==> config.mk <==
export PLATFORM = sky130hd
export DESIGN_NAME = lbls_core
export DESIGN_NICKNAME = d
export VERILOG_FILES = /design/src/core/lbls_pkg.sv /design/src/core/lbls_steer.sv /design/src/core/lbls_core.sv
export SDC_FILE = /design/constraint.sdc
export NUM_CORES = 1
export LEC_CHECK = 0
export BUFFER_PORTS_ARGS = -buffer_cell sky130_fd_sc_hd__clkbuf_2
export CAP_MARGIN = 20
export CORE_UTILIZATION = 50
export CTS_CLUSTER_DIAMETER = 40
export DETAILED_ROUTE_END_ITERATION = 6
export PLACE_DENSITY = 0.8
export SETUP_SLACK_MARGIN = 0.3
export SLEW_MARGIN = 20
export SYNTH_ARGS = -nofsm -noshare
export SYNTH_HDL_FRONTEND = slang
export SYNTH_SLANG_ARGS = --single-unit
==> constraint.sdc <==
create_clock -name CLK -period 4.4 [get_ports CLK]
set_input_delay 0.66 -clock CLK [delete_from_list [all_inputs] [get_ports CLK]]
set_output_delay 0.66 -clock CLK [all_outputs]
set_load 0.01 [all_outputs]
==> src/core/lbls_pkg.sv <==
/*
 * constants, types and the byte-enable decoder shared by the load/store
 * byte lane steering core and its steering datapath.
 * assumes a big-endian 32-bit data bus numbered with bit 0 as msb.
 */
`default_nettype none

package lbls_pkg;

    // ************************************************************
    // access sizes and addressed device widths
    // ************************************************************
    localparam logic [1:0] LBLS_SZ_BYTE = 2'h0;
    localparam logic [1:0] LBLS_SZ_HALF = 2'h1;
    localparam logic [1:0] LBLS_SZ_WORD = 2'h2;
    // device widths share the size codes so they compare directly
    localparam logic [1:0] LBLS_DEV_8 = 2'h0;
    localparam logic [1:0] LBLS_DEV_16 = 2'h1;
    localparam logic [1:0] LBLS_DEV_32 = 2'h2;

    // ************************************************************
    // byte enable patterns, bit 0 is the msb lane
    // ************************************************************
    localparam logic [0:3] LBLS_BE_NONE = 4'h0;
    localparam logic [0:3] LBLS_BE_B3 = 4'h1;
    localparam logic [0:3] LBLS_BE_B2 = 4'h2;
    localparam logic [0:3] LBLS_BE_B1 = 4'h4;
    localparam logic [0:3] LBLS_BE_B0 = 4'h8;
    localparam logic [0:3] LBLS_BE_H1 = 4'h3;
    localparam logic [0:3] LBLS_BE_H0 = 4'hc;
    localparam logic [0:3] LBLS_BE_W = 4'hf;

    // ************************************************************
    // reset values
    // ************************************************************
    localparam logic [0:31] LBLS_RST_WORD = 32'h0;

    typedef enum logic [1:0] {
        LBLS_IDLE = 2'b01,
        LBLS_BUSY = 2'b10
    } lbls_state_t;

    // enables from size and address bits [30:31]; misaligned gives none
    function automatic logic [0:3] lbls_be(input logic [1:0] size,
                                           input logic [1:0] lo);
        logic [0:3] be;
        be = LBLS_BE_NONE;
        case (size)
            LBLS_SZ_BYTE: begin
                case (lo)
                    2'h3: be = LBLS_BE_B3;
                    2'h2: be = LBLS_BE_B2;
                    2'h1: be = LBLS_BE_B1;
                    default: be = LBLS_BE_B0;
                endcase
            end
            LBLS_SZ_HALF: begin
                if (lo == 2'h2) begin
                    be = LBLS_BE_H1;
                end else if (lo == 2'h0) begin
                    be = LBLS_BE_H0;
                end
            end
            LBLS_SZ_WORD: begin
                if (lo == 2'h0) begin
                    be = LBLS_BE_W;
                end
            end
            default: be = LBLS_BE_NONE;
        endcase
        return be;
    endfunction

endpackage

`default_nettype wire

==> src/core/lbls_steer.sv <==
/*
 * combinational lane steering: byte enables, write lane placement and
 * read data right-justification with zero fill.
 * assumes size and low address come from the same access as the data.
 */
`timescale 1ns/1ps
`default_nettype none

module lbls_steer
    import lbls_pkg::*;
(
    input wire logic [1:0] size,
    input wire logic [1:0] lo,
    input wire logic [0:31] reg_data,
    input wire logic [0:31] bus_data,
    output logic [0:3] be,
    output logic [0:31] lanes_out,
    output logic [0:31] reg_out
);

    // ************************************************************
    // first register byte used by the item: byte 3, half 2, word 0
    // ************************************************************
    logic [1:0] first;

    assign be = lbls_be(size, lo);
    assign first = (size == LBLS_SZ_BYTE) ? 2'h3 :
                   (size == LBLS_SZ_HALF) ? 2'h2 : 2'h0;

    // ************************************************************
    // per-lane placement; msb of the item goes to the lowest lane
    // ************************************************************
    for (genvar i = 0; i < 4; i++) begin : g_lane
        logic [1:0] rb;
        logic [1:0] ln;
        // register byte feeding lane i, wraps harmlessly when unused
        assign rb = 2'(first + 2'(i) - lo);
        // bus lane feeding register byte i
        assign ln = 2'(2'(i) - first + lo);
        // unused lanes driven to zero so stray data never leaks
        assign lanes_out[8*i +: 8] = be[i] ? reg_data[8*rb +: 8] : 8'h0;
        // bytes above the item are cleared on narrow loads
        assign reg_out[8*i +: 8] = (2'(i) >= first) ?
                                   bus_data[8*ln +: 8] : 8'h0;
    end

endmodule

`default_nettype wire

==> src/core/lbls_core.sv <==
/*
 * data-side load/store byte lane steering core with a local memory bus
 * master port.
 * assumes slaves share CLK, answer with DREADY, and that narrow slaves
 * are wired to the most significant lanes.
 */
// Notes on behaviour
// RULE1 - steer byte/half/word to 32-bit, byte/half to 16-bit, byte to 8-bit
// RULE2 - never access wider than the device; no bus sizing sequences
// RULE3 - byte load enables by address 11/10/01/00; byte lands in bits 24-31
// RULE4 - half load at 10: enables 0011, lanes 2,3 to bits 16-31
// RULE5 - half load at 00: enables 1100, lanes 0,1 to bits 16-31
// RULE6 - word load at 00: enables 1111, lanes copied straight across
// RULE7 - byte store: bits 24-31 on the addressed lane, same enables
// RULE8 - half store at 10: enables 0011, bits 16-31 on lanes 2,3
// RULE9 - half store at 00: enables 1100, bits 16-31 on lanes 0,1
// RULE10 - word store: enables 1111, bits 0-31 onto lanes 0-3
// RULE11 - narrow slaves sit left-justified; steering ignores the device width and uses the lanes set by address bits 30-31
// RULE12 - bit 0 is the msb on every bus and register
// RULE13 - big-endian: most significant byte at lowest address
// RULE14 - only word, half and byte items; word spans n to n+3
// RULE15 - operands and register contents are kept big-endian
// RULE16 - little-endian memories need byte and address bit reversal
// RULE17 - a single byte is the same under either byte order
// RULE18 - slaves read enables only while the start strobe is high
// RULE19 - only enabled lanes carry store data; slaves write only those
// RULE20 - bytes not loaded by a narrow load read as zero
`timescale 1ns/1ps
`default_nettype none

module lbls_core
    import lbls_pkg::*;
(
    input wire logic CLK,
    input wire logic RESETN,
    input wire logic REQ_VALID,
    input wire logic REQ_WRITE,
    input wire logic [1:0] REQ_SIZE,
    input wire logic [1:0] REQ_DEV,
    input wire logic [0:31] REQ_ADDR,
    input wire logic [0:31] REQ_WDATA,
    output logic REQ_READY,
    output logic DONE,
    output logic ACCESS_ERR,
    output logic [0:31] LOAD_DATA,
    output logic [0:31] DATA_ADDR,
    output logic [0:3] BYTE_EN,
    output logic [0:31] DATA_WRITE,
    output logic TRANSFER_START_STROBE,
    output logic READ_STROBE,
    output logic WRITE_STROBE,
    input wire logic [0:31] DATA_READ,
    input wire logic DREADY
);

    // ************************************************************
    // state
    // ************************************************************
    lbls_state_t state_r, state_nxt;
    logic ready_r, done_r, err_r, as_r, rd_r, wr_r;
    logic [0:31] addr_r, wdata_r, load_r;
    logic [0:3] be_r;
    logic [1:0] size_r, dev_r;

    // ************************************************************
    // steering of the incoming request and of the returning data
    // ************************************************************
    logic [0:3] req_be;
    logic [0:31] req_lanes, load_steered;
    logic req_take, req_legal, fits, finish;

    // request side: enables and write lane placement [RULE7] [RULE9]
    lbls_steer u_req_steer (
        .size(REQ_SIZE),
        .lo(REQ_ADDR[30:31]),
        .reg_data(REQ_WDATA),
        .bus_data(LBLS_RST_WORD),
        .be(req_be),
        .lanes_out(req_lanes),
        .reg_out()
    );

    // load side uses the size and address held for the transfer [RULE20]
    // a lone byte takes the same lane under either byte order [RULE17]
    lbls_steer u_load_steer (
        .size(size_r),
        .lo(addr_r[30:31]),
        .reg_data(LBLS_RST_WORD),
        .bus_data(DATA_READ),
        .be(),
        .lanes_out(),
        .reg_out(load_steered)
    );

    // accept only aligned items no wider than the device [RULE1] [RULE2]
    // misaligned or unknown sizes decode to no enables [RULE14]
    assign fits = (REQ_SIZE <= REQ_DEV) && (REQ_DEV <= LBLS_DEV_32);
    assign req_legal = fits && (req_be != LBLS_BE_NONE);
    assign req_take = REQ_VALID && ready_r;
    assign finish = (state_r == LBLS_BUSY) && DREADY;

    // ************************************************************
    // transfer sequencing
    // ************************************************************
    always_comb begin
        state_nxt = state_r;
        case (state_r)
            LBLS_IDLE: begin
                if (req_take && req_legal) begin
                    state_nxt = LBLS_BUSY;
                end
            end
            LBLS_BUSY: begin
                if (DREADY) begin
                    state_nxt = LBLS_IDLE;
                end
            end
            default: state_nxt = LBLS_IDLE;
        endcase
    end

    always_ff @(posedge CLK or negedge RESETN) begin
        if (!RESETN) begin
            state_r <= LBLS_IDLE;
        end else begin
            state_r <= state_nxt;
        end
    end

    // strobes: start strobe one cycle, read/write strobe until ready
    always_ff @(posedge CLK or negedge RESETN) begin
        if (!RESETN) begin
            as_r <= 1'b0;
            rd_r <= 1'b0;
            wr_r <= 1'b0;
            ready_r <= 1'b0;
            done_r <= 1'b0;
            err_r <= 1'b0;
        end else begin
            as_r <= (state_r == LBLS_IDLE) && req_take && req_legal;
            rd_r <= (req_take && req_legal && !REQ_WRITE) ||
                    (rd_r && !finish);
            wr_r <= (req_take && req_legal && REQ_WRITE) ||
                    (wr_r && !finish);
            ready_r <= (state_nxt == LBLS_IDLE) && !(req_take && req_legal);
            done_r <= finish;
            err_r <= req_take && !req_legal;
        end
    end

    // transfer image held for the whole access; enables only valid with
    // the start strobe, but holding them is harmless [RULE18]
    // the lanes outside the enables carry zero [RULE19]
    always_ff @(posedge CLK or negedge RESETN) begin
        if (!RESETN) begin
            addr_r <= LBLS_RST_WORD;
            wdata_r <= LBLS_RST_WORD;
            be_r <= LBLS_BE_NONE;
            size_r <= LBLS_SZ_BYTE;
            dev_r <= LBLS_DEV_8;
        end else if (req_take && req_legal) begin
            addr_r <= REQ_ADDR;
            wdata_r <= REQ_WRITE ? req_lanes : LBLS_RST_WORD; // [RULE10]
            be_r <= req_be;                                   // [RULE3]
            size_r <= REQ_SIZE;
            dev_r <= REQ_DEV;
        end
    end

    // load capture; data stays big-endian, bit 0 msb [RULE15] [RULE12]
    // msb of the item comes from the lowest addressed lane [RULE13]
    always_ff @(posedge CLK or negedge RESETN) begin
        if (!RESETN) begin
            load_r <= LBLS_RST_WORD;
        end else if (finish && rd_r) begin
            load_r <= load_steered; // [RULE4] [RULE5] [RULE6]
        end
    end

    // ************************************************************
    // outputs, all straight from flip-flops
    // ************************************************************
    assign REQ_READY = ready_r;
    assign DONE = done_r;
    assign ACCESS_ERR = err_r;
    assign LOAD_DATA = load_r;
    assign DATA_ADDR = addr_r;
    assign BYTE_EN = be_r;
    assign DATA_WRITE = wdata_r;
    assign TRANSFER_START_STROBE = as_r;
    assign READ_STROBE = rd_r;
    assign WRITE_STROBE = wr_r;

    // ************************************************************
    // checks
    // ************************************************************
    property p_no_wide;
        @(posedge CLK) disable iff (!RESETN)
        as_r |-> (size_r <= dev_r);
    endproperty
    a_no_wide: assert property (p_no_wide) // [RULE2]
        else $error("access wider than device");

    property p_byte_be;
        @(posedge CLK) disable iff (!RESETN)
        (as_r && size_r == LBLS_SZ_BYTE) |->
            (be_r == (LBLS_BE_B0 >> addr_r[30:31]));
    endproperty
    a_byte_be: assert property (p_byte_be) // [RULE3]
        else $error("byte enable does not match address");

    property p_half_be;
        @(posedge CLK) disable iff (!RESETN)
        (as_r && size_r == LBLS_SZ_HALF) |->
            (be_r == (addr_r[30] ? LBLS_BE_H1 : LBLS_BE_H0));
    endproperty
    a_half_be: assert property (p_half_be) // [RULE4]
        else $error("halfword enables wrong");

    property p_word_store;
        @(posedge CLK) disable iff (!RESETN)
        (req_take && req_legal && REQ_WRITE && REQ_SIZE == LBLS_SZ_WORD)
            |=> (DATA_WRITE == $past(REQ_WDATA)) && (BYTE_EN == LBLS_BE_W);
    endproperty
    a_word_store: assert property (p_word_store) // [RULE10]
        else $error("word store lanes wrong");

    property p_byte_store;
        @(posedge CLK) disable iff (!RESETN)
        (req_take && req_legal && REQ_WRITE && REQ_SIZE == LBLS_SZ_BYTE
            && REQ_ADDR[30:31] == 2'h0)
            |=> (DATA_WRITE[0:7] == $past(REQ_WDATA[24:31]))
                && (DATA_WRITE[8:31] == 24'h0);
    endproperty
    a_byte_store: assert property (p_byte_store) // [RULE7]
        else $error("byte store not on lane 0");

    property p_half_store;
        @(posedge CLK) disable iff (!RESETN)
        (req_take && req_legal && REQ_WRITE && REQ_SIZE == LBLS_SZ_HALF
            && REQ_ADDR[30:31] == 2'h2)
            |=> (DATA_WRITE[16:31] == $past(REQ_WDATA[16:31]))
                && (BYTE_EN == LBLS_BE_H1);
    endproperty
    a_half_store: assert property (p_half_store) // [RULE8]
        else $error("halfword store lanes wrong");

    property p_half_store_lo;
        @(posedge CLK) disable iff (!RESETN)
        (req_take && req_legal && REQ_WRITE && REQ_SIZE == LBLS_SZ_HALF
            && REQ_ADDR[30:31] == 2'h0)
            |=> (DATA_WRITE == {$past(REQ_WDATA[16:31]), 16'h0})
                && (BYTE_EN == LBLS_BE_H0);
    endproperty
    a_half_store_lo: assert property (p_half_store_lo) // [RULE9]
        else $error("halfword store to lanes 0 and 1 wrong");

    property p_byte_load;
        @(posedge CLK) disable iff (!RESETN)
        (finish && rd_r && size_r == LBLS_SZ_BYTE && addr_r[30:31] == 2'h1)
            |=> (LOAD_DATA == {24'h0, $past(DATA_READ[8:15])});
    endproperty
    a_byte_load: assert property (p_byte_load) // [RULE20]
        else $error("byte load not right-justified with zero fill");

    property p_half_load;
        @(posedge CLK) disable iff (!RESETN)
        (finish && rd_r && size_r == LBLS_SZ_HALF && addr_r[30:31] == 2'h0)
            |=> (LOAD_DATA == {16'h0, $past(DATA_READ[0:15])});
    endproperty
    a_half_load: assert property (p_half_load) // [RULE5]
        else $error("halfword load from lanes 0 and 1 wrong");

    property p_word_load;
        @(posedge CLK) disable iff (!RESETN)
        (finish && rd_r && size_r == LBLS_SZ_WORD)
            |=> (LOAD_DATA == $past(DATA_READ));
    endproperty
    a_word_load: assert property (p_word_load) // [RULE6]
        else $error("word load not copied straight");

    property p_refuse;
        @(posedge CLK) disable iff (!RESETN)
        (req_take && !req_legal) |=> ACCESS_ERR && !TRANSFER_START_STROBE
            ##1 REQ_READY;
    endproperty
    a_refuse: assert property (p_refuse) // [RULE1]
        else $error("illegal access not refused");

    c_load: cover property (@(posedge CLK) disable iff (!RESETN)
        as_r && rd_r ##[1:4] DONE);
    c_store: cover property (@(posedge CLK) disable iff (!RESETN)
        as_r && wr_r ##[1:4] DONE);
    c_err: cover property (@(posedge CLK) disable iff (!RESETN) ACCESS_ERR);
    c_wait: cover property (@(posedge CLK) disable iff (!RESETN)
        as_r && !DREADY ##1 !DREADY ##1 DREADY);

endmodule

`default_nettype wire

== Word level (Yosys, flattened, before mapping) ==
Cells that the tools add are included.
W data, S select, Z words.

* Bitwise gates (word level): 8
* Reductions and logical operators: 24
* Order comparisons: 6
* Mux-type cells: 21
* Equality and inequality tests: 9
* Shift operators: 8
* $add $sub $neg: 15

{| class="wikitable"
|+ Operators with widths
! kind !! count
|-
| $not A5 Y33 || 8
|-
| $shiftx A32 B33 Y33 || 8
|-
| $mux W8 || 8
|-
| $mux W32 || 1
|-
| $pmux W4 S3 || 2
|-
| $logic_and A1 B1 Y1 || 14
|-
| $mux W2 || 6
|-
| $mux W4 || 3
|-
| $eq A2 B1 Y1 const B || 5
|-
| $add A2 B2 Y2 || 4
|-
| $eq A2 B2 Y1 const B || 4
|-
| $sub A2 B2 Y2 || 4
|-
| $logic_not A2 Y1 || 3
|-
| $add A2 B2 Y2 const B || 2
|-
| $ge A1 B2 Y1 const A || 2
|-
| $ge A2 B2 Y1 const A || 2
|-
| $logic_not A1 Y1 || 4
|-
| $pmux W2 S2 || 1
|-
| $reduce_bool A4 Y1 || 1
|-
| $sub A1 B2 Y2 const A || 2
|-
| $sub A2 B2 Y2 const A || 2
|-
| $add A2 B1 Y2 const B || 1
|-
| $le A2 B2 Y1 || 1
|-
| $le A2 B2 Y1 const B || 1
|-
| $logic_or A1 B1 Y1 || 2
|}

* Input port bits: 105
* Register bits after elaboration: 110
* Logic and storage cells: 103
* Output and inout port bits: 106

== Logic depth before layout (Yosys ltp) ==
* Depth in word-level cells: 11
* Gate-level depth with buffers: 9
* Gate-level depth less buffers: 6

== Cells and area by module ==
A second synthesis with hierarchy kept.

* Cell total of the unflattened synthesis: 811
* Area total of the unflattened synthesis: 8303.0 um2

{| class="wikitable"
|+ Modules (own cells, without submodules)
! module !! sequential area each (um2) !! area an instance (um2) !! cells each !! instances
|-
| lbls_core || 2753.9 || 4471.8 || 328 || 1
|-
| lbls_steer at u_load_steer || 0.0 || 1951.9 || 254 || 1
|-
| lbls_steer at u_req_steer || 0.0 || 1879.3 || 229 || 1
|}

== Least setup slack after synthesis ==
No wires, ideal clock.

* Path type: input to register
* Start: input port REQ_SIZE[0]
* End: register wdata_r (netlist bit DATA_WRITE[16])
* Stages: 8
* Setup time: 136 ps
* Required time: 4264 ps
* Path slack: 1770 ps
* Data arrival time: 2493 ps
* Buffers on the path: 3
* Cells stage by stage: buf_2 -> or2_1 -> ha_1 -> clkbuf_1 -> buf_2 -> mux4_2 -> inv_1 -> o32ai_1

* Cells in the longest elaborated chain, start to end: 9
* Elaborated cells on any way between the ends: 17
* Those cells by class: add/sub: 2; order compare: 1; eq/ne: 2; shift: 1; mux: 5; bitwise: 1; reduce/logical: 5

{| class="wikitable"
|+ RTL lines
! item !! line !! RTL
|-
| start: declaration || lbls_core.sv:38 || <nowiki>input wire logic [1:0] REQ_SIZE,</nowiki>
|-
| $eq A2 B1 Y1 || lbls_pkg.sv:48, lbls_steer.sv:28 ||
|-
| $mux W2 || lbls_steer.sv:28 || <nowiki>(size == LBLS_SZ_HALF) ? 2'h2 : 2'h0;</nowiki>
|-
| $mux W2 || lbls_steer.sv:27 || <nowiki>assign first = (size == LBLS_SZ_BYTE) ? 2'h3 :</nowiki>
|-
| $add A2 B2 Y2 || lbls_steer.sv:37 || <nowiki>assign rb = 2'(first + 2'(i) - lo);</nowiki>
|-
| $sub A2 B2 Y2 || lbls_steer.sv:37 ||
|-
| $not A5 Y33 (not written as such) || lbls_steer.sv:41 || <nowiki>assign lanes_out[8*i +: 8] = be[i] ? reg_data[8*rb +: 8] : 8'h0;</nowiki>
|-
| $shiftx A32 B33 Y33 || lbls_steer.sv:41 ||
|-
| $mux W8 || lbls_steer.sv:41 ||
|-
| $mux W32 || lbls_core.sv:163 || <nowiki>wdata_r <= REQ_WRITE ? req_lanes : LBLS_RST_WORD;</nowiki>
|-
| end signal: assignment || lbls_core.sv:163 ||
|-
| end: declaration || lbls_core.sv:61 || <nowiki>logic [0:31] addr_r, wdata_r, load_r;</nowiki>
|}

Parallel ways exist; a longest one is shown, timed or not.
A chain may end at the register's enable or synchronous reset.

== Final worst setup path ==
* Start: register size_r[1]
* End: register load_r (netlist bit LOAD_DATA[31])

* Cells in the longest elaborated chain, start to end: 8
* Elaborated cells on any way between the ends: 10
* Those cells by class: add/sub: 2; order compare: 1; eq/ne: 1; shift: 1; mux: 3; bitwise: 1; reduce/logical: 1

{| class="wikitable"
|+ RTL lines
! item !! line !! RTL
|-
| start: declaration || lbls_core.sv:63 || <nowiki>logic [1:0] size_r, dev_r;</nowiki>
|-
| start signal: assignment || lbls_core.sv:159 || <nowiki>size_r <= LBLS_SZ_BYTE;</nowiki>
|-
| start signal: assignment || lbls_core.sv:165 || <nowiki>size_r <= REQ_SIZE;</nowiki>
|-
| $eq A2 B1 Y1 || lbls_steer.sv:28 ||
|-
| $mux W2 || lbls_steer.sv:28 ||
|-
| $mux W2 * || lbls_steer.sv:27 ||
|-
| $sub A2 B2 Y2 || lbls_steer.sv:39 || <nowiki>assign ln = 2'(2'(i) - first + lo);</nowiki>
|-
| $add A2 B2 Y2 || lbls_steer.sv:39 ||
|-
| $not A5 Y33 (not written as such) || lbls_steer.sv:44 || <nowiki>bus_data[8*ln +: 8] : 8'h0;</nowiki>
|-
| $shiftx A32 B33 Y33 || lbls_steer.sv:44 ||
|-
| $mux W8 * || lbls_steer.sv:43 || <nowiki>assign reg_out[8*i +: 8] = (2'(i) >= first) ?</nowiki>
|-
| end signal: assignment || lbls_core.sv:176 || <nowiki>load_r <= load_steered;</nowiki>
|-
| end: declaration || lbls_core.sv:61 ||
|}

Mark *: on every way between the ends. The rest lies on a longest branch, timed or not.

==> flow_metrics.env <==
export IMPL_final_antenna_net_count=0
export IMPL_ys_ff_latch=110
export IMPL_clk_latency_ns=0.35
export IMPL_dpl_hpwl_mm=11.1
export IMPL_drt_first_pass_iters=7
export IMPL_cts_setup_buffers=0
export IMPL_cts_buffers=9
export IMPL_globalplace_congestion=0.884
export IMPL_cap_violations=0
export IMPL_r2r_end="LOAD_DATA[31]"
export IMPL_syn_inst=444
export IMPL_maxSlewHeadroom=0.233
export IMPL_rows=39
export IMPL_grt_overflow_total=0
export IMPL_ioPinCount=211
export IMPL_ir_drop_mv=0.324
export IMPL_worst_setup_path_end_kind="register"
export IMPL_r2r_setup_slack_ns=1.80
export IMPL_mostFrequentLayoutCell="clkbuf_2"
export IMPL_status="finished with violations"
export IMPL_crit_required_ns=4.63
export IMPL_path_delay_family="multiplexers"
export IMPL_clk_pin_slew_ns=0.07
export IMPL_grt_pass1_vias=4650
export IMPL_start_util=0.521
export IMPL_hold_viol_final=0
export IMPL_drive_gt1_frac=0.534
export IMPL_synth_top_cell_area_share=0.453
export IMPL_violations="design-rule violations"
export IMPL_syn_nets=556
export IMPL_ys_async_sr_fraction=1.00
export IMPL_vias=4641
export IMPL_synth_area_leaders="dfrtp_1, mux4_2, mux2_2"
export IMPL_ys_flop_type="dfrtp_1"
export IMPL_cp_max_fo=12
export IMPL_wl_per_cell_um=18.7
export IMPL_final_net_count=757
export IMPL_grt_max_degree=82
export IMPL_cp_slowest_cell="ha_1"
export IMPL_synth_area_um2=6030
export IMPL_port_buffers=210
export IMPL_die_width_um=112
export IMPL_power_density_nw_per_um2=659
export IMPL_synth_edff_count=0
export IMPL_fmax_mhz=384
export IMPL_clock_path_buffers=2
export IMPL_hold_buffers=0
export IMPL_worstRegToRegCells=7
export IMPL_h_tree_depth=3
export IMPL_yosys_area_top_type="dfrtp_1"
export IMPL_ys_warn_count=0
export IMPL_crit_chain="or2_2, inv_1, ha_1, clkinv_1, buf_4, mux4_2, mux2_2"
export IMPL_final_cell_mix="clkbuf_2, dfrtp_1, inv_1, mux2_2, mux4_2"
export IMPL_wirelength_mm=14.9
export IMPL_path_class="register to register"
export IMPL_rsz0062_at_grt="false"
export IMPL_cp_num_buf_inv=3
export IMPL_postCtsResizedCells=0
export IMPL_hold_path_class="input pin to asynchronous set/reset pin"
export IMPL_cts_sinks=110
export IMPL_avgViaCountPerCell=5.85
export IMPL_syn2layout_area_growth_pct=23.8
export IMPL_antenna_cells=0
export IMPL_synth_distinct_cells=42
export IMPL_drc=13
export IMPL_grt_pass1_wl_mm=23.7
export IMPL_ys_seq_area_frac=0.457
export IMPL_critPathMaxStageDelay_ns=0.50
export IMPL_tns_ns=0
export IMPL_fin_skew_ns=0.00653
export IMPL_drt_iter0_drc=323
export IMPL_regToRegStartpoint="size_r[1]"
export IMPL_arrival_ns=2.84
export IMPL_cp_start_kind="register"
export IMPL_fin_crit_sh=0.592
export IMPL_cts_tree="built"
export IMPL_fin_util=0.645
export IMPL_slew_violations=0
export IMPL_finalSetupViolCount=0
export IMPL_cts_root_buf="clkbuf_16"
export IMPL_avgSynthCellArea_um2=13.6
export IMPL_tightest_slew_ns=1.15
export IMPL_antenna_found_initial=0
export IMPL_leakagePower_uw=0.00367
export IMPL_die_area_um2=12500
export IMPL_coreArea_um2=11600
export IMPL_die_h_um=112
export IMPL_fin_crit_ns=2.60
export IMPL_grt_usage=0.245
export IMPL_total_power_uw=4920
## power breakdown
part           switching [µW]  internal, µW  total (µW)
sequential                213          1390        1600
clock                     380           444         824
combinational            1160          1330        2490
total                    1760          3160        4920
## synthesized netlist by cell type, types with 3 or more instances
cell and instances:
a21oi_1 5, a22o_1 24, buf_1 3, buf_2 5
buf_4 9, buf_6 3, clkbuf_1 10, dfrtp_1 109
ha_1 7, inv_1 56, mux2_2 56, mux2i_1 17
mux4_2 48, nand2_1 8, nand3_1 3, nor2_1 5
nor3_1 3, o21a_1 3, o21ai_0 6, o31ai_1 3
o32ai_1 32
## layout make-up
class / instances / area [µm²]
multi-input cells: 247 / 2880
inverters: 57 / 214
clock inverters: 7 / 73.8
fillers: 936 / 4100
well taps: 143 / 179
clock buffers: 9 / 225
repair buffers: 220 / 1130
flip-flops and latches: 110 / 2750
## metrics by stage
step | instances | setup slack [ns] | hold WS (ns) | cell area, µm²
3_3_place_gp | 777 | 1.79 | 0.457 | 7160
4_1_cts | 793 | 1.76 | 0.491 | 7460
2_1_floorplan | 444 | 1.77 | 0.364 | 6030
5_1_grt | 793 | 1.59 | 0.405 | 7460
3_5_place_dp | 777 | 1.73 | 0.474 | 7160
6_report | 793 | 1.80 | 0.322 | 7460
## how the worst max path moves through the flow
| stage | slack [ns] | startpoint | cells past startpoint | to |
|---|---|---|---|---|
| 2_1_floorplan | 1.77 | REQ_SIZE[0] | 8 | DATA_WRITE[16] |
| 3_3_place_gp | 1.79 | REQ_SIZE[1] | 7 | DATA_WRITE[7] |
| 3_5_place_dp | 1.73 | REQ_SIZE[1] | 7 | DATA_WRITE[1] |
| 4_1_cts | 1.76 | size_r[1] | 7 | LOAD_DATA[31] |
| 5_1_grt | 1.59 | size_r[1] | 7 | LOAD_DATA[29] |
| 6_report | 1.80 | size_r[1] | 7 | LOAD_DATA[31] |
## kinds of logic after synthesis
family                   Yosys count  share of synthesized area
AO/OA/AOI/OAI                     80                      0.107
AND/OR/NAND/NOR                   30                     0.0262
buffers and inverters             87                     0.0646
flip-flops                       110                      0.457
adder cells (fa/ha/maj)            7                     0.0145
multiplexers                     123                      0.316
XOR/XNOR                           7                     0.0152
## per-layer routing
layer,share of wire,track usage,up-vias
met5,0,0,-
met2,0.52,0.427,205
met4,0.016,0.0892,0
met3,0.075,0.0517,17
met1,0.39,0.302,2332
li1,-,-,2087
## sequential cells by signal, summed over array words and instances, names as in the netlist
name	cells
READ_STROBE	1
BYTE_EN	4
LOAD_DATA	32
DATA_WRITE	32
REQ_READY	1
DONE	1
DATA_ADDR	32
state_r	2
size_r	2
ACCESS_ERR	1
WRITE_STROBE	1
TRANSFER_START_STROBE	1
(Power assumes the default switching activity.)
